`src/tbt_pkg.sv`:
```
// constants, register map and control layout of the type b timer pair
package tbt_pkg;

  localparam int unsigned ADDR_W = 8;
  localparam int unsigned DATA_W = 32;
  localparam int unsigned CNT_W  = 16;

  localparam logic [7:0] OFF_EVEN_CTRL   = 8'h00;
  localparam logic [7:0] OFF_EVEN_COUNT  = 8'h04;
  localparam logic [7:0] OFF_EVEN_PERIOD = 8'h08;
  localparam logic [7:0] OFF_ODD_CTRL    = 8'h10;
  localparam logic [7:0] OFF_ODD_COUNT   = 8'h14;
  localparam logic [7:0] OFF_ODD_PERIOD  = 8'h18;

  localparam int unsigned BIT_ON        = 15;
  localparam int unsigned BIT_IDLE_STOP = 13;
  localparam int unsigned BIT_GATE      = 7;
  localparam int unsigned PS_MSB        = 6;
  localparam int unsigned PS_LSB        = 4;
  localparam int unsigned BIT_PAIR      = 3;
  localparam int unsigned BIT_CS        = 1;

  localparam logic [31:0] CTRL_RESET   = 32'h0000_0000;
  localparam logic [15:0] COUNT_RESET  = 16'h0000;
  localparam logic [15:0] PERIOD_RESET = 16'hffff;

  localparam logic [2:0] PS_DIV_1   = 3'h0;
  localparam logic [2:0] PS_DIV_2   = 3'h1;
  localparam logic [2:0] PS_DIV_4   = 3'h2;
  localparam logic [2:0] PS_DIV_8   = 3'h3;
  localparam logic [2:0] PS_DIV_16  = 3'h4;
  localparam logic [2:0] PS_DIV_32  = 3'h5;
  localparam logic [2:0] PS_DIV_64  = 3'h6;
  localparam logic [2:0] PS_DIV_256 = 3'h7;

  typedef struct packed {
    logic       on;
    logic       idle_stop;
    logic       gate_accumulate_en;
    logic [2:0] clock_prescale_sel;
    logic       pair_wide_mode;
    logic       clock_source_sel;
  } tbt_ctrl_t;

endpackage

```
`src/tbt_sync.sv`:
```
// two-stage synchroniser for asynchronous pin levels
`timescale 1ns/10ps
module tbt_sync #(
  parameter int unsigned W = 1
) (
  input  wire logic         clk,
  input  wire logic         rst_n,
  input  wire logic [W-1:0] async_in,
  output logic      [W-1:0] sync_out
);

  logic [W-1:0] stage1;
  logic [W-1:0] next_stage1;
  logic [W-1:0] next_sync_out;

  always_comb begin
    next_stage1   = rst_n ? async_in : '0;
    next_sync_out = rst_n ? stage1 : '0;
  end

  // stage1 feeds only the second flop
  always_ff @(posedge clk) begin
    stage1   <= next_stage1;
    sync_out <= next_sync_out;
  end

endmodule

```
`src/tbt_prescaler.sv`:
```
// input clock prescaler with eight selectable ratios
`timescale 1ns/10ps
module tbt_prescaler #(
  parameter int unsigned CW = 8
) (
  input  wire logic       clk,
  input  wire logic       rst_n,
  input  wire logic       clear,
  input  wire logic       tick_in,
  input  wire logic [2:0] sel,
  output logic            tick_out
);

  logic [CW-1:0] cnt;
  logic [CW-1:0] next_cnt;
  logic [CW-1:0] limit;

  function automatic logic [CW-1:0] ps_limit(input logic [2:0] s);
    logic [7:0] l;
    l = 8'h00;
    unique case (s)
      tbt_pkg::PS_DIV_1:   l = 8'h00;
      tbt_pkg::PS_DIV_2:   l = 8'h01;
      tbt_pkg::PS_DIV_4:   l = 8'h03;
      tbt_pkg::PS_DIV_8:   l = 8'h07;
      tbt_pkg::PS_DIV_16:  l = 8'h0f;
      tbt_pkg::PS_DIV_32:  l = 8'h1f;
      tbt_pkg::PS_DIV_64:  l = 8'h3f;
      tbt_pkg::PS_DIV_256: l = 8'hff;
    endcase
    return CW'(l);
  endfunction

  assign limit    = ps_limit(sel);
  assign tick_out = tick_in && (cnt == limit);

  always_comb begin
    next_cnt = cnt;
    if (!rst_n || clear) begin
      next_cnt = '0;
    end else if (tick_in) begin
      next_cnt = (cnt == limit) ? '0 : cnt + CW'(1);
    end
  end

  always_ff @(posedge clk) begin
    cnt <= next_cnt;
  end

endmodule

```
`src/tbt_timer_pair.sv`:
```
// even/odd type b timer pair with control, count and period registers
//
// Contract
// - the on bit at position 15 enables the timer and clearing it stops it.
// - with idle stop set the timer halts in idle mode, else it keeps running unless the odd idle stop bit holds the pair.
// - with external clock selected the gate bit is ignored and reads zero.
// - with internal clock selected the gate bit turns gated accumulation on.
// - prescale codes 0 to 7 divide by 1,2,4,8,16,32,64 and 256.
// - the prescale field sits in bits 6 to 4 of the control register.
// - only the even timer implements the pairing bit.
// - in paired mode the odd timer's on, gate, prescale, source bits do nothing.
`timescale 1ns/10ps
module tbt_timer_pair (
  input  wire logic        clk,
  input  wire logic        rst_n,
  input  wire logic [7:0]  addr,
  input  wire logic [31:0] wdata,
  input  wire logic        wr_en,
  input  wire logic        rd_en,
  output logic      [31:0] rdata,
  input  wire logic        idle_mode,
  input  wire logic        ext_clk_even,
  input  wire logic        ext_clk_odd,
  output logic             match_even,
  output logic             match_odd,
  output logic             gate_done_even,
  output logic             gate_done_odd
);

  tbt_pkg::tbt_ctrl_t ctrl_e;
  tbt_pkg::tbt_ctrl_t ctrl_o;
  tbt_pkg::tbt_ctrl_t next_ctrl_e;
  tbt_pkg::tbt_ctrl_t next_ctrl_o;
  logic [15:0]        cnt_e;
  logic [15:0]        cnt_o;
  logic [15:0]        per_e;
  logic [15:0]        per_o;
  logic [15:0]        next_cnt_e;
  logic [15:0]        next_cnt_o;
  logic [15:0]        next_per_e;
  logic [15:0]        next_per_o;
  logic [31:0]        next_rdata;
  logic               next_match_e;
  logic               next_match_o;
  logic               next_gdone_e;
  logic               next_gdone_o;
  logic [1:0]         pin_sync;
  logic [1:0]         pin_prev;
  logic [1:0]         next_pin_prev;
  logic               paired;
  logic               run_e;
  logic               run_o;
  logic               src_e;
  logic               src_o;
  logic               tick_e;
  logic               tick_o;
  logic [31:0]        wide_cnt;
  logic [31:0]        wide_per;

  // unpack a bus word into control fields
  function automatic tbt_pkg::tbt_ctrl_t ctrl_from_word(
    input logic [31:0] w,
    input logic        is_even
  );
    tbt_pkg::tbt_ctrl_t c;
    c.on                 = w[tbt_pkg::BIT_ON];
    c.idle_stop          = w[tbt_pkg::BIT_IDLE_STOP];
    c.gate_accumulate_en = w[tbt_pkg::BIT_GATE];
    c.clock_prescale_sel = w[tbt_pkg::PS_MSB:tbt_pkg::PS_LSB];
    c.pair_wide_mode     = is_even & w[tbt_pkg::BIT_PAIR];
    c.clock_source_sel   = w[tbt_pkg::BIT_CS];
    return c;
  endfunction

  // pack control fields into a read word
  function automatic logic [31:0] word_from_ctrl(
    input tbt_pkg::tbt_ctrl_t c
  );
    logic [31:0] w;
    w = 32'h0000_0000;
    w[tbt_pkg::BIT_ON]        = c.on;
    w[tbt_pkg::BIT_IDLE_STOP] = c.idle_stop;
    w[tbt_pkg::BIT_GATE]      = c.gate_accumulate_en & ~c.clock_source_sel;
    w[tbt_pkg::PS_MSB:tbt_pkg::PS_LSB] = c.clock_prescale_sel;
    w[tbt_pkg::BIT_PAIR]      = c.pair_wide_mode;
    w[tbt_pkg::BIT_CS]        = c.clock_source_sel;
    return w;
  endfunction

  // count source: bus clock, pin edge, or bus clock gated by pin level
  function automatic logic count_source(
    input tbt_pkg::tbt_ctrl_t c,
    input logic               level,
    input logic               rise
  );
    logic s;
    s = 1'b1;
    if (c.clock_source_sel) begin
      s = rise;
    end else if (c.gate_accumulate_en) begin
      s = level;
    end
    return s;
  endfunction

  // pins are asynchronous to clk
  // a pulse shorter than one clock can be missed entirely
  tbt_sync #(
    .W (2)
  ) u_sync (
    .clk      (clk),
    .rst_n    (rst_n),
    .async_in ({ext_clk_odd, ext_clk_even}),
    .sync_out (pin_sync)
  );

  // prev resets low to match an idle low pin, so no false rise
  always_comb begin
    next_pin_prev = rst_n ? pin_sync : 2'h0;
  end

  always_ff @(posedge clk) begin
    pin_prev <= next_pin_prev;
  end

  // the odd pair bit is never stored, so only even can pair
  // even pairing bit joins the pair
  assign paired = ctrl_e.pair_wide_mode;

  // odd idle stop still holds the pair
  assign run_e = ctrl_e.on
               & ~(idle_mode & ctrl_e.idle_stop)
               & ~(paired & idle_mode & ctrl_o.idle_stop);

  assign run_o = ~paired & ctrl_o.on & ~(idle_mode & ctrl_o.idle_stop);

  assign src_e = count_source(ctrl_e, pin_sync[0],
                              pin_sync[0] & ~pin_prev[0]);
  assign src_o = count_source(ctrl_o, pin_sync[1],
                              pin_sync[1] & ~pin_prev[1]);

  // clearing while stopped makes every start a full prescale span
  // divide before the counter
  tbt_prescaler #(
    .CW (8)
  ) u_ps_even (
    .clk      (clk),
    .rst_n    (rst_n),
    .clear    (~run_e),
    .tick_in  (run_e & src_e),
    .sel      (ctrl_e.clock_prescale_sel),
    .tick_out (tick_e)
  );

  tbt_prescaler #(
    .CW (8)
  ) u_ps_odd (
    .clk      (clk),
    .rst_n    (rst_n),
    .clear    (~run_o),
    .tick_in  (run_o & src_o),
    .sel      (ctrl_o.clock_prescale_sel),
    .tick_out (tick_o)
  );

  // odd half on top, so the carry runs from even into odd
  assign wide_cnt = {cnt_o, cnt_e};
  assign wide_per = {per_o, per_e};

  // control and period registers
  always_comb begin
    next_ctrl_e = ctrl_e;
    next_ctrl_o = ctrl_o;
    next_per_e  = per_e;
    next_per_o  = per_o;
    if (!rst_n) begin
      next_ctrl_e = ctrl_from_word(tbt_pkg::CTRL_RESET, 1'b1);
      next_ctrl_o = ctrl_from_word(tbt_pkg::CTRL_RESET, 1'b0);
      next_per_e  = tbt_pkg::PERIOD_RESET;
      next_per_o  = tbt_pkg::PERIOD_RESET;
    end else if (wr_en) begin
      unique case (addr)
        tbt_pkg::OFF_EVEN_CTRL:   next_ctrl_e = ctrl_from_word(wdata, 1'b1);
        tbt_pkg::OFF_ODD_CTRL:    next_ctrl_o = ctrl_from_word(wdata, 1'b0);
        tbt_pkg::OFF_EVEN_PERIOD: next_per_e  = wdata[15:0];
        tbt_pkg::OFF_ODD_PERIOD:  next_per_o  = wdata[15:0];
        default: ;
      endcase
    end
  end

  always_ff @(posedge clk) begin
    ctrl_e <= next_ctrl_e;
    ctrl_o <= next_ctrl_o;
    per_e  <= next_per_e;
    per_o  <= next_per_o;
  end

  // counters; a software write to a count wins over a tick
  // a tick lost to such a write is not made up later
  always_comb begin
    next_cnt_e   = cnt_e;
    next_cnt_o   = cnt_o;
    next_match_e = 1'b0;
    next_match_o = 1'b0;
    if (!rst_n) begin
      next_cnt_e = tbt_pkg::COUNT_RESET;
      next_cnt_o = tbt_pkg::COUNT_RESET;
    end else begin
      if (paired && tick_e) begin
        if (wide_cnt == wide_per) begin
          next_cnt_e   = tbt_pkg::COUNT_RESET;
          next_cnt_o   = tbt_pkg::COUNT_RESET;
          next_match_e = 1'b1;
        end else begin
          {next_cnt_o, next_cnt_e} = wide_cnt + 32'h0000_0001;
        end
      end else if (!paired) begin
        if (tick_e) begin
          next_match_e = (cnt_e == per_e);
          next_cnt_e   = (cnt_e == per_e) ? tbt_pkg::COUNT_RESET
                                          : cnt_e + 16'h0001;
        end
        if (tick_o) begin
          next_match_o = (cnt_o == per_o);
          next_cnt_o   = (cnt_o == per_o) ? tbt_pkg::COUNT_RESET
                                          : cnt_o + 16'h0001;
        end
      end
      if (wr_en && addr == tbt_pkg::OFF_EVEN_COUNT) begin
        next_cnt_e = wdata[15:0];
      end
      if (wr_en && addr == tbt_pkg::OFF_ODD_COUNT) begin
        next_cnt_o = wdata[15:0];
      end
    end
  end

  always_ff @(posedge clk) begin
    cnt_e      <= next_cnt_e;
    cnt_o      <= next_cnt_o;
    match_even <= next_match_e;
    match_odd  <= next_match_o;
  end

  // end of a gated window: falling pin while gating is active
  // lets software read the accumulated count once the gate closes
  always_comb begin
    next_gdone_e = 1'b0;
    next_gdone_o = 1'b0;
    if (rst_n) begin
      next_gdone_e = run_e & ctrl_e.gate_accumulate_en
                   & ~ctrl_e.clock_source_sel
                   & pin_prev[0] & ~pin_sync[0];
      next_gdone_o = run_o & ctrl_o.gate_accumulate_en
                   & ~ctrl_o.clock_source_sel
                   & pin_prev[1] & ~pin_sync[1];
    end
  end

  always_ff @(posedge clk) begin
    gate_done_even <= next_gdone_e;
    gate_done_odd  <= next_gdone_o;
  end

  // read data valid only in the cycle after the strobe
  // zero elsewhere, so several slaves can share an or-ed bus
  always_comb begin
    next_rdata = 32'h0000_0000;
    if (rst_n && rd_en) begin
      unique case (addr)
        tbt_pkg::OFF_EVEN_CTRL:   next_rdata = word_from_ctrl(ctrl_e);
        tbt_pkg::OFF_ODD_CTRL:    next_rdata = word_from_ctrl(ctrl_o);
        tbt_pkg::OFF_EVEN_COUNT:  next_rdata = {16'h0000, cnt_e};
        tbt_pkg::OFF_ODD_COUNT:   next_rdata = {16'h0000, cnt_o};
        tbt_pkg::OFF_EVEN_PERIOD: next_rdata = {16'h0000, per_e};
        tbt_pkg::OFF_ODD_PERIOD:  next_rdata = {16'h0000, per_o};
        default:                  next_rdata = 32'h0000_0000;
      endcase
    end
  end

  always_ff @(posedge clk) begin
    rdata <= next_rdata;
  end

endmodule

```
`config.mk`:
```
export PLATFORM = sky130hd
export DESIGN_NAME = tbt_timer_pair
export DESIGN_NICKNAME = d
export VERILOG_FILES = /design/src/tbt_pkg.sv /design/src/tbt_sync.sv /design/src/tbt_prescaler.sv /design/src/tbt_timer_pair.sv
export SDC_FILE = /design/constraint.sdc
export NUM_CORES = 1
export LEC_CHECK = 0
export ABC_AREA = 1
export BUFFER_PORTS_ARGS = -buffer_cell sky130_fd_sc_hd__buf_2
export CORE_UTILIZATION = 50
export DETAILED_ROUTE_END_ITERATION = 10
export GPL_ROUTABILITY_DRIVEN = 1
export GPL_TIMING_DRIVEN = 0
export PLACE_DENSITY = 0.7
export SYNTH_ARGS = -nofsm -noshare
export SYNTH_HDL_FRONTEND = slang
export SYNTH_HIERARCHICAL = 1
export SYNTH_SLANG_ARGS = --single-unit
```
`constraint.sdc`:
```
create_clock -name clk -period 3.78 [get_ports clk]
set_input_delay 0.756 -clock clk [delete_from_list [all_inputs] [get_ports clk]]
set_output_delay 0.756 -clock clk [all_outputs]
set_load 0.005 [all_outputs]
```
==> results.sh <==
export IMPL_min_period_over_period_pct=86.82
export IMPL_fp_dieH_um=127.4
export IMPL_root_buffer="clkbuf_16"
export IMPL_crit_path_start_kind="flip-flop"
export IMPL_hold_buffers=0
export IMPL_total_power_mw=3.099
export IMPL_io_pins=83
export IMPL_swShare_pct=25.35
export IMPL_synthCells=1199
export IMPL_drive_gt1_share_pct=17.05
export IMPL_worst_pin_slew_ns=0.9599
export IMPL_fin_util_pct=59.19
export IMPL_portBuffers=50
export IMPL_finalHoldViolCount=0
export IMPL_maxSlewViolCount=0
export IMPL_dpl_worst_slack_ns=0.1303
export IMPL_synth_largest_area_cell="dfxtp_1"
export IMPL_vias_per_cell=5.449
export IMPL_wl_per_cell_um=17.49
export IMPL_fp_dieW_um=127.4
export IMPL_clk_pin_slew_ns=0.06
export IMPL_grt_max_degree=17
export IMPL_ir_drop_mv=0.3528
export IMPL_overflow=0
export IMPL_fin_ws_ns=0.4981
export IMPL_grtUsageTotal_pct=33.86
export IMPL_synth_compound_area_share_pct=16.05
export IMPL_area_growth_syn_to_layout_pct=14.92
export IMPL_p_per_area_nw_per_um2=343.2
export IMPL_cts_tree="built"
export IMPL_arrival_ns=3.66
export IMPL_ys_types=40
export IMPL_clock_fmax_mhz=304.7
export IMPL_worst_setup_path_end_kind="flip-flop"
export IMPL_synth_mux_area_share_pct=0.2547
export IMPL_ys_ff_latch=121
export IMPL_synth_top_family_by_area="simple AND/OR/NAND/NOR gates"
export IMPL_crit_fanout=7
export IMPL_synth_top_area_share_pct=30.82
export IMPL_critPathKind="reg2reg"
export IMPL_drt_iter0_drc=883
export IMPL_finalNetCount=1334
export IMPL_tns_ns=0
export IMPL_maxCapViolations=0
export IMPL_grt_pass1_vias=7470
export IMPL_cts_setup_buffers=0
export IMPL_synth_xor_area_share_pct=6.018
export IMPL_ys_warn_count=6
export IMPL_grt_pass1_wl_um=41030
export IMPL_synth_edff_count=0
export IMPL_numCtsBuffers=17
export IMPL_vias=8211
export IMPL_n_antenna_cell=0
export IMPL_seq_power_share_pct=41.4
export IMPL_totalWireLength_um=26360
export IMPL_min_path_type="reg2reg"
export IMPL_switching_power_mw=0.7856
export IMPL_fp_row_count=45
export IMPL_async_flop_share_pct=0
export IMPL_synth_adder_area_share_pct=0.6368
export IMPL_core_um2=15260
export IMPL_postRouteAntennaNets=0
export IMPL_cts_resized=0
export IMPL_dieArea_um2=16220
export IMPL_power_clock_fraction_pct=54.7
export IMPL_ys_top_cells_by_count="276 x nand2_1, 155 x inv_1, 121 x dfxtp_1, 120 x nor2_1, 69 x nand3_1"
export IMPL_setup_violations=0
export IMPL_drt_pass1_iterations=5
export IMPL_p_int_mw=2.314
export IMPL_syn_avg_cell_area_um2=6.554
export IMPL_antenna_found_initial=0
export IMPL_yosys_area_share_simple_pct=32.75
export IMPL_maxSlewHeadroom_pct=35.51
export IMPL_start_util_pct=51.50
export IMPL_status="finished, final reports clean"
export IMPL_gp_congestion=1.015
export IMPL_seq_area_frac_synth_pct=30.82
export IMPL_hpwl_um=19950
export IMPL_ys_top_cells_by_area="dfxtp_1 31%, nand2_1 13%, inv_1 7.4%, nor2_1 5.7%, nand3_1 4.4%"
export IMPL_clock_path_buffers=2
export IMPL_clkLatencyLatePin_ns=0.44
export IMPL_yosysMostFrequentCell="nand2_1"
export IMPL_required_ns=4.16
export IMPL_drc=0
export IMPL_clock_sinks=121
export IMPL_finClkSkew_ns=0.01027
export IMPL_ys_flop_type="dfxtp_1"
export IMPL_combPwrFrac_pct=3.9
export IMPL_rsz0062_at_grt="no"
export IMPL_htree_levels=4
export IMPL_netlist_area_um2=7859
export IMPL_leakage_nw=4.001
export IMPL_finalCriticalPeriod_ns=3.282
area by class of cell:
class	count	area [µm²]
timing repair buffer	50	250.2
multi-input combinational	858	4438
tap	211	264.0
sequential	121	2422
buffer	68	427.9
clock buffer	17	425.4
clock inverter	15	176.4
inverter	167	626.9
fill	1510	6227
final timing paths:
path	depth (start not counted)	slack, ns	endpoint	start
worst max-delay path	14	0.50	cnt_e[4]	paired
worst min-delay path	2	0.42	u_sync/sync_out[0]	u_sync/stage1[0]
worst max register to register	14	0.50	cnt_e[4]	paired
worst min register to register	2	0.42	u_sync/sync_out[0]	u_sync/stage1[0]
registers in the layout (all words and copies together) (netlist names):
register,count
u_sync/stage1,2
gate_done_odd,1
u_ps_even/cnt,8
per_e,16
gate_done_even,1
paired,1
pin_prev,2
ctrl_o,7
match_odd,1
u_ps_odd/cnt,8
cnt_o,16
match_even,1
per_o,16
ctrl_e,7
rdata,16
cnt_e,16
u_sync/sync_out,2
power groups by stage:
| stage | Clock [mW] | Sequential (mW) | Combinational [mW] |
|---|---|---|---|
| CTS | 1.71 | 1.28 | 0.117 |
| floorplan | 0 | 1.31 | 0.0608 |
| finish | 1.69 | 1.28 | 0.121 |
| global placement | 0 | 1.31 | 0.116 |
| detailed placement | 0 | 1.31 | 0.117 |
| global route | 1.77 | 1.28 | 0.130 |
cells by family after synthesis:
family                     Yosys count
adders and majority gates            4
other                                1
DFF                                121
muxes                                2
buffers and inverters              235
and+or+nand+nor                    563
AOI/OAI and AO/OA                  219
xor gates and xnor gates            54
per-stage QoR:
| stage | hold WS [ns] | cell area [µm²] | instances |
|---|---|---|---|
| after floorplan | 0.3856 | 7915 | 1214 |
| after global placement | 0.3925 | 8429 | 1475 |
| after detailed placement | 0.4040 | 8429 | 1475 |
| after CTS | 0.4176 | 9031 | 1507 |
| after global routing | 0.4440 | 9031 | 1507 |
| final | 0.4160 | 9031 | 1507 |
metal layers:
layer  vias to the layer above  share of wire, %  GRT usage [%]
li1                       3989                 -              -
met1                      3693                41          43.48
met2                       448                45          53.74
met3                        81               9.2          6.323
met4                         0               4.5          18.42
met5                         -                 0              0
critical path, cell delays in order (launching register included):
cell and delay (ns):
dfxtp_1 0.37, inv_1 0.15, o211ai_1 0.16, nor3_1 0.76, inv_2 0.11, a21oi_1 0.16
nand3_1 0.08, nor2_1 0.12, nand3_2 0.12, inv_1 0.13, inv_1 0.18, nor2_2 0.40
nand3_2 0.22, nor2_1 0.15, o21a_1 0.12
cell usage in the layout, fill, tap and decap left out, types with 8 or more instances in the layout:
cell type / count
a221oi_1: 8
conb_1: 16
o211ai_1: 14
nand2_2: 16
inv_2: 12
buf_2: 68
nand2_4: 8
xnor2_1: 28
clkbuf_16: 17
buf_4: 26
inv_1: 155
nand3_1: 69
nor2_4: 12
nor3_1: 9
nand2_1: 276
o21ai_0: 68
a21oi_1: 65
nand4_1: 19
nor2_2: 23
o22ai_1: 34
xor2_1: 26
nor2_1: 120
clkbuf_1: 12
dfxtp_1: 121
inv_6: 8
Note: power is estimated with default switching activity, not from simulation.
